**src/rtl/capture_consts.vh**
```
/*
 constants for the capture filter chain: register offsets, field positions,
 reset values, widths and timing counts. assumes inclusion by bare name.
*/
`ifndef CAPTURE_CONSTS_VH
`define CAPTURE_CONSTS_VH
`define DATA_W 24
`define ACC_W 40
`define REG_CTRL 4'h0
`define REG_CORNER 4'h1
`define REG_VOLUME 4'h2
`define REG_RAMP 4'h3
`define REG_STATUS 4'h4
`define CTRL_HPF_EN 0
`define CTRL_WNF_EN 1
`define CTRL_BOOST 2
`define CTRL_RAMP_EN 3
`define CTRL_RESET 8'h01
`define CORNER_RESET 8'h00
`define VOL_RESET 8'h00
`define VOL_MAX 8'h0C
`define VOL_MIN 8'hA0
`define VOL_MUTE 8'h80
`define RAMP_RESET 8'h01
`define RAMP_MIN 8'h01
`define RAMP_MAX 8'h48
`define PATH_HI_THRESH 24'h200000
`define PATH_LO_THRESH 24'h100000
`define PATH_HOLD 8'h40
`endif

```
**src/rtl/capture_filter_chain.v**
```verilog
/*
 capture filter chain: path select, first-order high-pass, wind filter,
 boost, volume with soft ramp, and a small register port.
 assumes converter samples arrive one per sample period, synchronous to clk.
*/
// Our own choices: the register offsets and strobed register access.
`timescale 1ns/1ps
`include "capture_consts.vh"
module capture_filter_chain (
  // clock and reset
  input wire clk,
  input wire rst_n,
  input wire clk_en,
  // register port
  input wire [3:0] reg_addr,
  input wire [7:0] reg_wdata,
  input wire reg_wr,
  input wire reg_rd,
  output reg [7:0] reg_rdata_ff,
  // converter samples, both front-end paths
  input wire sample_valid,
  input wire signed [23:0] hiamp_sample,
  input wire signed [23:0] lownoise_sample,
  // capture output
  output reg signed [23:0] capture_out_ff,
  output reg capture_valid_ff,
  output reg path_lownoise_ff
);
  reg [7:0] ctrl_ff;
  reg [7:0] corner_ff;
  reg [7:0] capture_volume_ff;
  reg [7:0] ramp_rate_ff;
  reg [7:0] vol_applied_ff;
  reg [7:0] ramp_cnt_ff;
  reg [7:0] hold_cnt_ff;
  reg signed [23:0] front_ff;
  reg front_valid_ff;

  wire capture_highpass_enable = ctrl_ff[`CTRL_HPF_EN];
  wire wind_filter_enable = ctrl_ff[`CTRL_WNF_EN];
  wire capture_gain_boost = ctrl_ff[`CTRL_BOOST];
  wire capture_ramp_enable = ctrl_ff[`CTRL_RAMP_EN];
  wire [1:0] capture_highpass_corner_sel = corner_ff[1:0];
  wire [1:0] wind_filter_corner_sel = corner_ff[5:4];

  wire signed [23:0] hpf_out;
  wire hpf_valid;
  wire signed [23:0] wnf_out;
  wire wnf_valid;

  // saturate a wide value to 24 bits
  function [23:0] sat24;
    input signed [47:0] v;
    begin
      if (v > 48'sh0000007FFFFF)
        sat24 = 24'h7FFFFF;
      else if (v < -48'sh000000800000)
        sat24 = 24'h800000;
      else
        sat24 = v[23:0];
    end
  endfunction

  // magnitude of a sample, saturated so the most negative value fits
  function [23:0] mag24;
    input signed [23:0] v;
    begin
      if (v == 24'h800000)
        mag24 = 24'h7FFFFF;
      else if (v[23])
        mag24 = -v;
      else
        mag24 = v;
    end
  endfunction

  // clamp a volume code into the legal span; mute passes as is
  function [7:0] vol_clamp;
    input [7:0] v;
    begin
      if (v == `VOL_MUTE)
        vol_clamp = v;
      else if (!v[7] && v > `VOL_MAX)
        vol_clamp = `VOL_MAX;
      else if (v[7] && v < `VOL_MIN)
        vol_clamp = `VOL_MIN;
      else
        vol_clamp = v;
    end
  endfunction

  // register writes
  always @(posedge clk or negedge rst_n) begin
    if (!rst_n) begin
      ctrl_ff <= `CTRL_RESET;
      corner_ff <= `CORNER_RESET;
      capture_volume_ff <= `VOL_RESET;
      ramp_rate_ff <= `RAMP_RESET;
    end else if (clk_en && reg_wr) begin
      case (reg_addr)
        `REG_CTRL: ctrl_ff <= {4'h0, reg_wdata[3:0]};
        `REG_CORNER: corner_ff <= {2'h0, reg_wdata[5:4], 2'h0, reg_wdata[1:0]};
        `REG_VOLUME: capture_volume_ff <= vol_clamp(reg_wdata);
        `REG_RAMP: begin
          if (reg_wdata < `RAMP_MIN)
            ramp_rate_ff <= `RAMP_MIN;
          else if (reg_wdata > `RAMP_MAX)
            ramp_rate_ff <= `RAMP_MAX;
          else
            ramp_rate_ff <= reg_wdata;
        end
        default: ctrl_ff <= ctrl_ff;
      endcase
    end
  end

  // register reads, data one cycle after the strobe; unmapped reads zero
  always @(posedge clk or negedge rst_n) begin
    if (!rst_n) begin
      reg_rdata_ff <= 8'h00;
    end else if (clk_en) begin
      if (reg_rd) begin
        case (reg_addr)
          `REG_CTRL: reg_rdata_ff <= ctrl_ff;
          `REG_CORNER: reg_rdata_ff <= corner_ff;
          `REG_VOLUME: reg_rdata_ff <= capture_volume_ff;
          `REG_RAMP: reg_rdata_ff <= ramp_rate_ff;
          `REG_STATUS: reg_rdata_ff <= vol_applied_ff;
          default: reg_rdata_ff <= 8'h00;
        endcase
      end else begin
        reg_rdata_ff <= 8'h00;
      end
    end
  end

  // path select with hysteresis and hold to avoid toggling per sample
  always @(posedge clk or negedge rst_n) begin
    if (!rst_n) begin
      path_lownoise_ff <= 1'b0;
      hold_cnt_ff <= 8'h00;
      front_ff <= 24'h0;
      front_valid_ff <= 1'b0;
    end else if (clk_en) begin
      front_valid_ff <= sample_valid;
      if (sample_valid) begin
        if (path_lownoise_ff && mag24(lownoise_sample) >= `PATH_HI_THRESH) begin
          path_lownoise_ff <= 1'b0;
          hold_cnt_ff <= `PATH_HOLD;
          front_ff <= hiamp_sample;
        end else if (!path_lownoise_ff && mag24(hiamp_sample) < `PATH_LO_THRESH) begin
          if (hold_cnt_ff == 8'h00) begin
            path_lownoise_ff <= 1'b1;
            front_ff <= lownoise_sample;
          end else begin
            hold_cnt_ff <= hold_cnt_ff - 8'h01;
            front_ff <= hiamp_sample;
          end
        end else begin
          if (!path_lownoise_ff)
            hold_cnt_ff <= `PATH_HOLD;
          front_ff <= path_lownoise_ff ? lownoise_sample : hiamp_sample;
        end
      end
    end
  end

  // high-pass first, wind filter second
  highpass_first u_hpf (
    .clk(clk),
    .rst_n(rst_n),
    .clk_en(clk_en),
    .enable(capture_highpass_enable),
    .corner_sel(capture_highpass_corner_sel),
    .sample_valid(front_valid_ff),
    .sample_in(front_ff),
    .sample_out_ff(hpf_out),
    .out_valid_ff(hpf_valid)
  );

  wind_filter u_wnf (
    .clk(clk),
    .rst_n(rst_n),
    .clk_en(clk_en),
    .enable(wind_filter_enable),
    .corner_sel(wind_filter_corner_sel),
    .sample_valid(hpf_valid),
    .sample_in(hpf_out),
    .sample_out_ff(wnf_out),
    .out_valid_ff(wnf_valid)
  );

  // soft ramp: one step per ramp_rate sample periods
  always @(posedge clk or negedge rst_n) begin
    if (!rst_n) begin
      vol_applied_ff <= `VOL_RESET;
      ramp_cnt_ff <= 8'h00;
    end else if (clk_en) begin
      if (!capture_ramp_enable || capture_volume_ff == `VOL_MUTE
          || vol_applied_ff == `VOL_MUTE) begin
        vol_applied_ff <= capture_volume_ff;
        ramp_cnt_ff <= 8'h00;
      end else if (sample_valid && vol_applied_ff != capture_volume_ff) begin
        if (ramp_cnt_ff + 8'h01 >= ramp_rate_ff) begin
          ramp_cnt_ff <= 8'h00;
          if ($signed(vol_applied_ff) < $signed(capture_volume_ff))
            vol_applied_ff <= vol_applied_ff + 8'h01;
          else
            vol_applied_ff <= vol_applied_ff - 8'h01;
        end else begin
          ramp_cnt_ff <= ramp_cnt_ff + 8'h01;
        end
      end else if (vol_applied_ff == capture_volume_ff) begin
        ramp_cnt_ff <= 8'h00;
      end
    end
  end

  // volume in 1 dB steps from 0 dB up: 6 dB per shift, residue from a small table (Q14)
  reg signed [47:0] boosted;
  reg signed [47:0] scaled;
  reg signed [8:0] db;
  reg [3:0] sh6;
  reg [2:0] rem;
  reg [15:0] frac;
  always @* begin
    // +20 dB is x10 exactly
    if (capture_gain_boost)
      boosted = {{24{wnf_out[23]}}, wnf_out} * 48'sd10;
    else
      boosted = {{24{wnf_out[23]}}, wnf_out};
    // code is signed dB with unity at 0 dB; the clamp keeps it at +12 or below
    db = {vol_applied_ff[7], vol_applied_ff};
    sh6 = 4'h0;
    rem = 3'h0;
    if (db >= 9'sd12) begin
      sh6 = 4'h2;
      rem = db[2:0] - 3'h4;
    end else if (db >= 9'sd6) begin
      sh6 = 4'h1;
      rem = db[2:0] - 3'h6;
    end else if (db >= 9'sd0) begin
      rem = db[2:0];
    end
    case (rem)
      3'h0: frac = 16'h4000;
      3'h1: frac = 16'h47FA;
      3'h2: frac = 16'h50C3;
      3'h3: frac = 16'h5A9E;
      3'h4: frac = 16'h65AC;
      default: frac = 16'h7214;
    endcase
    scaled = ((boosted * $signed({1'b0, frac})) >>> 14) <<< sh6;
    // attenuation: coarse 6 dB shift below unity
    if (db < 9'sd0)
      scaled = (boosted >>> ((-db + 9'sd5) / 9'sd6));
  end

  always @(posedge clk or negedge rst_n) begin
    if (!rst_n) begin
      capture_out_ff <= 24'h0;
      capture_valid_ff <= 1'b0;
    end else if (clk_en) begin
      capture_valid_ff <= wnf_valid;
      if (wnf_valid) begin
        if (vol_applied_ff == `VOL_MUTE)
          capture_out_ff <= 24'h0;
        else
          capture_out_ff <= sat24(scaled);
      end
    end
  end
endmodule // capture_filter_chain

```
**src/rtl/highpass_first.v**
```verilog
/*
 first-order dc-blocking high-pass stage, one sample per valid strobe.
 assumes samples arrive on sample_valid and that the corner select is static
 between samples.
*/
`timescale 1ns/1ps
`include "capture_consts.vh"
module highpass_first (
  // clock and reset
  input wire clk,
  input wire rst_n,
  input wire clk_en,
  // control
  input wire enable,
  input wire [1:0] corner_sel,
  // samples
  input wire sample_valid,
  input wire signed [23:0] sample_in,
  output reg signed [23:0] sample_out_ff,
  output reg out_valid_ff
);
  reg signed [39:0] state_ff;
  reg signed [39:0] nxt_state;
  reg signed [39:0] diff;
  reg [4:0] shift;

  // pole distance from one is 2^-shift; larger shift means lower corner
  always @* begin
    case (corner_sel)
      2'h0: shift = 5'h0A;
      2'h1: shift = 5'h09;
      2'h2: shift = 5'h08;
      default: shift = 5'h07;
    endcase
    diff = ({{16{sample_in[23]}}, sample_in} <<< 16) - state_ff;
    nxt_state = state_ff + (diff >>> shift);
  end

  always @(posedge clk or negedge rst_n) begin
    if (!rst_n) begin
      state_ff <= 40'h0;
      sample_out_ff <= 24'h0;
      out_valid_ff <= 1'b0;
    end else if (clk_en) begin
      out_valid_ff <= sample_valid;
      if (sample_valid) begin
        if (enable) begin
          state_ff <= nxt_state;
          sample_out_ff <= diff[39:16];
        end else begin
          // bypass: offset passes straight through and may clip later
          state_ff <= 40'h0;
          sample_out_ff <= sample_in;
        end
      end
    end
  end
endmodule // highpass_first

```
**src/rtl/wind_filter.v**
```verilog
/*
 fourth-order wind-noise high-pass: four cascaded first-order sections in
 one pass. assumes one sample per sample_valid strobe.
*/
`timescale 1ns/1ps
`include "capture_consts.vh"
module wind_filter (
  // clock and reset
  input wire clk,
  input wire rst_n,
  input wire clk_en,
  // control
  input wire enable,
  input wire [1:0] corner_sel,
  // samples
  input wire sample_valid,
  input wire signed [23:0] sample_in,
  output reg signed [23:0] sample_out_ff,
  output reg out_valid_ff
);
  reg signed [39:0] st_ff [0:3];
  reg signed [39:0] x [0:4];
  reg signed [39:0] d [0:3];
  reg [4:0] shift;
  integer i;
  integer j;

  always @* begin
    case (corner_sel)
      2'h0: shift = 5'h06;
      2'h1: shift = 5'h05;
      2'h2: shift = 5'h04;
      default: shift = 5'h03;
    endcase
    x[0] = {{16{sample_in[23]}}, sample_in} <<< 16;
    for (j = 0; j < 4; j = j + 1) begin
      d[j] = x[j] - st_ff[j];
      x[j + 1] = d[j];
    end
  end

  always @(posedge clk or negedge rst_n) begin
    if (!rst_n) begin
      for (i = 0; i < 4; i = i + 1) begin
        st_ff[i] <= 40'h0;
      end
      sample_out_ff <= 24'h0;
      out_valid_ff <= 1'b0;
    end else if (clk_en) begin
      out_valid_ff <= sample_valid;
      if (sample_valid) begin
        if (enable) begin
          for (i = 0; i < 4; i = i + 1) begin
            st_ff[i] <= st_ff[i] + (d[i] >>> shift);
          end
          sample_out_ff <= x[4][39:16];
        end else begin
          for (i = 0; i < 4; i = i + 1) begin
            st_ff[i] <= 40'h0;
          end
          sample_out_ff <= sample_in;
        end
      end
    end
  end
endmodule // wind_filter

```
**config.mk**
```make
export PLATFORM = sky130hd
export DESIGN_NAME = capture_filter_chain
export DESIGN_NICKNAME = d
export VERILOG_FILES = /design/src/rtl/capture_filter_chain.v /design/src/rtl/highpass_first.v /design/src/rtl/wind_filter.v
export VERILOG_INCLUDE_DIRS = /design/src /design/src/rtl
export SDC_FILE = /design/constraint.sdc
export NUM_CORES = 2
export LEC_CHECK = 0
export ABC_AREA = 1
export BUFFER_PORTS_ARGS = -buffer_cell sky130_fd_sc_hd__buf_2
export CAP_MARGIN = 5
export CORE_MARGIN = 5
export CORE_UTILIZATION = 24
export CTS_CLUSTER_SIZE = 25
export DETAILED_ROUTE_END_ITERATION = 12
export PLACE_DENSITY = 0.41
export SLEW_MARGIN = 20
export SYNTH_ARGS = -nofsm -noshare
export SYNTH_HDL_FRONTEND = slang
export SYNTH_SLANG_ARGS = --single-unit
```
**constraint.sdc**
```tcl
create_clock -name clk -period 9.05 [get_ports clk]
set_clock_uncertainty 0.1 [all_clocks]
set_input_delay 1.81 -clock clk [delete_from_list [all_inputs] [get_ports clk]]
set_output_delay 1.81 -clock clk [all_outputs]
set_load 0.02 [all_outputs]
```
==> run_summary.xml <==
<?xml version="1.0" encoding="UTF-8"?>
<metrics>
  <group name="status">
    <metric name="status" unit="">finished with violations</metric>
    <metric name="violations" unit="">negative setup slack</metric>
  </group>
  <group name="floorplan">
    <metric name="io-pin-count" unit="">100</metric>
    <metric name="placeableCoreArea" unit="um^2">260000</metric>
    <metric name="fp.dieH" unit="um">521</metric>
    <metric name="floorplan.die.width" unit="um">521</metric>
    <metric name="std_cell_rows" unit="">187</metric>
    <metric name="die_area" unit="um^2">272000</metric>
    <metric name="initial_core_util" unit="%">24.1</metric>
  </group>
  <group name="final_layout">
    <metric name="drive_above_1_share" unit="%">25.8</metric>
    <metric name="fin_area" unit="um^2">85700</metric>
    <metric name="mostFrequentLayoutCell" unit="">sky130_fd_sc_hd__nand2_1</metric>
    <metric name="layout_common_cells" unit="">1945 x sky130_fd_sc_hd__nand2_1, 1465 x sky130_fd_sc_hd__buf_4, 1371 x sky130_fd_sc_hd__inv_1</metric>
    <metric name="layout.nets" unit="">11700</metric>
    <metric name="finalNonFillerCells" unit="">14100</metric>
    <metric name="syn2layout_area_growth" unit="%">36.5</metric>
  </group>
  <group name="worst_hold_path">
    <metric name="hp-class" unit="">register to register</metric>
  </group>
  <group name="timing">
    <metric name="clock.fmax" unit="MHz">107</metric>
    <metric name="min_period_over_period" unit="%">103</metric>
    <metric name="slew_headroom" unit="%">30.1</metric>
    <metric name="final_worst_hold_slack" unit="ns">0.370</metric>
    <metric name="tns" unit="ns">-5.79</metric>
    <metric name="clock_period_minus_worst_slack" unit="ns">9.33</metric>
    <metric name="worst-slew-pin-transition" unit="ns">1.05</metric>
    <metric name="finalHoldViolations" unit="">0</metric>
    <metric name="unrepaired_setup_endpoints_after_global_routing" unit="">true</metric>
    <metric name="timing.final.max_slew_violations" unit="">0</metric>
    <metric name="timing.final.ws_setup" unit="ns">-0.275</metric>
    <metric name="setup_violations" unit="">23</metric>
  </group>
  <group name="detailed_routing">
    <metric name="detailed_route_wire_length_per_cell" unit="um">18.7</metric>
    <metric name="post_route_drc_violation_count" unit="">0</metric>
    <metric name="drt-total-wl" unit="um">264000</metric>
    <metric name="number_of_detailed_routing_iterations_run_before_antenna_repair" unit="">6</metric>
    <metric name="post_drt_via_cell_ratio" unit="">4.68</metric>
    <metric name="final_antenna_net_count" unit="">0</metric>
    <metric name="first_iter_violations" unit="">3663</metric>
    <metric name="route.vias.total" unit="">66100</metric>
  </group>
  <group name="yosys">
    <metric name="compound_gate_fraction_of_synth_area" unit="%">18.7</metric>
    <metric name="asyncSetResetFlopFracSynth" unit="%">100</metric>
    <metric name="synth_xor_area_share" unit="%">3.55</metric>
    <metric name="synthCells" unit="">9197</metric>
    <metric name="ys_warn_count" unit="">0</metric>
    <metric name="yosys-mux-area-fraction" unit="%">2.42</metric>
    <metric name="syn_avg_cell_area" unit="um^2">6.83</metric>
    <metric name="flop_and_latch_count_out_of_synthesis" unit="">357</metric>
    <metric name="syn-num-nets" unit="">10300</metric>
    <metric name="synth_edf_count" unit="">0</metric>
    <metric name="synth_top_family_by_area" unit="">adder cells</metric>
    <metric name="synth_top_cell_by_area" unit="">sky130_fd_sc_hd__fa_1</metric>
    <metric name="synth.yosys.seq_area_share" unit="%">14.2</metric>
    <metric name="ys.flop_type" unit="">sky130_fd_sc_hd__dfrtp_1</metric>
    <metric name="synth_top_area_share" unit="%">16.1</metric>
    <metric name="number_of_library_cell_types_mapped_by_synthesis" unit="">77</metric>
    <metric name="synth.area.top_cells" unit="">sky130_fd_sc_hd__fa_1 16%, sky130_fd_sc_hd__dfrtp_1 14%, sky130_fd_sc_hd__nand2_1 13%</metric>
    <metric name="synthSimpleGateAreaFrac" unit="%">23.0</metric>
    <metric name="synthAdderAreaFrac" unit="%">27.1</metric>
    <metric name="syn-cell-area" unit="um^2">62800</metric>
  </group>
  <group name="global_routing">
    <metric name="total_congestion_overflow" unit="">0</metric>
    <metric name="grtUsageTotal" unit="%">18.8</metric>
    <metric name="grt_first_pass_wirelength" unit="um">401000</metric>
    <metric name="antenna_found_initial" unit="">6</metric>
    <metric name="pin_count_of_the_biggest_net_entering_global_routing" unit="">147</metric>
    <metric name="grt_pass1_vias" unit="">67400</metric>
  </group>
  <group name="clock_tree">
    <metric name="numClockSinks" unit="">357</metric>
    <metric name="clkLatencyLatePin" unit="ns">0.71</metric>
    <metric name="clock_tree.htree_level_count" unit="">2</metric>
    <metric name="root_buffer_cell" unit="">sky130_fd_sc_hd__clkbuf_16</metric>
    <metric name="tritoncts" unit="">built</metric>
    <metric name="tritoncts.num_buffers" unit="">53</metric>
    <metric name="path_clk_slew" unit="ns">0.07</metric>
    <metric name="number_of_buffers_on_the_longest_clock_path" unit="">3</metric>
  </group>
  <group name="setup_path">
    <metric name="timing.critical_path.from_type" unit="">register</metric>
    <metric name="crit_path_max_incr_delay" unit="ns">0.54</metric>
    <metric name="worst_path_max_delay_cell" unit="">sky130_fd_sc_hd__fa_2</metric>
    <metric name="timing.critical_path.fanout_max" unit="">5</metric>
    <metric name="timing.critical_path.to_type" unit="">register</metric>
    <metric name="timing_worst_setup_path_type" unit="">register to register</metric>
    <metric name="critPathArrivalTime" unit="ns">9.84</metric>
    <metric name="crit_required" unit="ns">9.57</metric>
    <metric name="crit_path_frequent_cell" unit="">sky130_fd_sc_hd__nand2_1</metric>
  </group>
  <group name="placement">
    <metric name="dp.cells" unit="">13900</metric>
    <metric name="dpl_cell_area" unit="um^2">77300</metric>
    <metric name="dp.final_hpwl" unit="um">215000</metric>
    <metric name="place_congestion" unit="">0.903</metric>
    <metric name="io_buffers" unit="">99</metric>
  </group>
  <group name="flow_run">
    <metric name="cap_viol_max_count" unit="">0</metric>
  </group>
</metrics>
==> critical path, delay by kind of cell, from the launching register on <==
family                   cells  cell delay, ns
buffers and inverters       15            1.32
AND/OR/NAND/NOR             30            2.68
adder cells (fa/ha/maj)     10            4.18
AO/OA/AOI/OAI                4            0.55
flip-flops                   1            0.38
==> flip-flops by register name, summed over array words and instances, names as in the netlist, 4 cells and up <==
name and cells:
front_ff 24, ramp_cnt_ff 8, ctrl_ff 4, u_wnf.sample_out_ff 24, corner_ff 4, reg_rdata_ff 8, u_hpf.state_ff 40, capture_out_ff 24
u_wnf.st_ff 160, ramp_rate_ff 8, hold_cnt_ff 8, vol_applied_ff 8, capture_volume_ff 8, u_hpf.sample_out_ff 24
==> per-stage QoR <==
step                utilization (%)  setup WS [ns]
floorplan                         -         0.0573
global placement               29.7          -1.24
detailed placement             29.7          -1.33
CTS                            31.6         -0.348
global route                   33.0         -0.740
finish                         33.0         -0.275
==> area by class of cell <==
cell class / count / area (um^2)
clock inverter: 18 / 220
antenna: 5 / 12.5
multi-input combinational: 7029 / 52200
clock buffer: 76 / 1510
fill: 28000 / 174000
timing repair buffer: 1650 / 12800
sequential: 357 / 8940
tap: 3496 / 4370
inverter: 1489 / 5650
==> cells in the mapped netlist, types with 6 or more instances <==
cell                        number
sky130_fd_sc_hd__nand2_1      2102
sky130_fd_sc_hd__inv_1        1444
sky130_fd_sc_hd__o21ai_0       864
sky130_fd_sc_hd__nor2_1        682
sky130_fd_sc_hd__a21oi_1       588
sky130_fd_sc_hd__ha_1          551
sky130_fd_sc_hd__fa_1          505
sky130_fd_sc_hd__nand3_1       503
sky130_fd_sc_hd__dfrtp_1       355
sky130_fd_sc_hd__clkbuf_1      224
sky130_fd_sc_hd__xor2_1        173
sky130_fd_sc_hd__mux2i_1       152
sky130_fd_sc_hd__o22ai_1       126
sky130_fd_sc_hd__o211ai_1      108
sky130_fd_sc_hd__xnor2_1        76
sky130_fd_sc_hd__buf_1          62
sky130_fd_sc_hd__o21ai_1        60
sky130_fd_sc_hd__nor3_1         49
sky130_fd_sc_hd__nand4_1        45
sky130_fd_sc_hd__a31oi_1        42
sky130_fd_sc_hd__inv_2          30
sky130_fd_sc_hd__o31ai_1        30
sky130_fd_sc_hd__o21bai_1       29
sky130_fd_sc_hd__o221ai_1       27
sky130_fd_sc_hd__or2_2          25
sky130_fd_sc_hd__nor4_1         24
sky130_fd_sc_hd__buf_2          23
sky130_fd_sc_hd__o21a_1         22
sky130_fd_sc_hd__a21boi_0       19
sky130_fd_sc_hd__a21o_1         19
sky130_fd_sc_hd__nand2_2        19
sky130_fd_sc_hd__a211oi_1       18
sky130_fd_sc_hd__o32ai_1        18
sky130_fd_sc_hd__a22o_1         16
sky130_fd_sc_hd__a221oi_1       15
sky130_fd_sc_hd__clkinv_1       13
sky130_fd_sc_hd__a21boi_1       11
sky130_fd_sc_hd__nand3b_1        9
sky130_fd_sc_hd__o2111ai_1       9
sky130_fd_sc_hd__buf_6           8
sky130_fd_sc_hd__nor2_4          8
sky130_fd_sc_hd__or2_1           8
sky130_fd_sc_hd__nand3_2         7
sky130_fd_sc_hd__o221a_2         6
==> timing repair <==
action	in CTS	in global routing
pin swaps	293	333
hold buffers	0	0
buffers inserted	75	82
resized for setup	646	603
endpoints found under the setup margin	52	56
cloned	4	1
==> cell families after synthesis <==
| group | after synthesis |
|---|---|
| adders and majority gates | 1056 |
| buffers and inverters | 1811 |
| and+or+nand+nor | 3505 |
| xor gates and xnor gates | 252 |
| AOI/OAI and AO/OA | 2064 |
| DFF | 357 |
| muxes | 152 |
==> per-layer routing <==
metal	vias up	GRT usage [%]	part of all wire, %	wire [um]
met1	31700	24.3	45	117000
met5	-	0	0.017	46
met2	1168	33.4	49	129000
met3	267	1.51	3.2	8470
li1	32900	-	-	-
met4	6	5.37	3.2	8570
==> path summary, 6_finish.rpt <==
kind                                        startpoint            endpoint  slack (ns)  cells after the start
worst max register to register  u_wnf.sample_out_ff[1]  capture_out_ff[16]       -0.28                     59
worst min register to register          front_valid_ff      front_valid_ff        0.37                      2
worst max-delay path            u_wnf.sample_out_ff[1]  capture_out_ff[16]       -0.28                     59
min in group asynchronous                        rst_n    u_wnf.st_ff[118]        0.98                      1
max in group asynchronous                        rst_n   u_hpf.state_ff[5]        6.50                      2
worst min-delay path                    front_valid_ff      front_valid_ff        0.37                      2
Power is left out: the tool's default activity adds up to more than one toggle a clock period on the data nets, which glitch-free logic cannot reach.
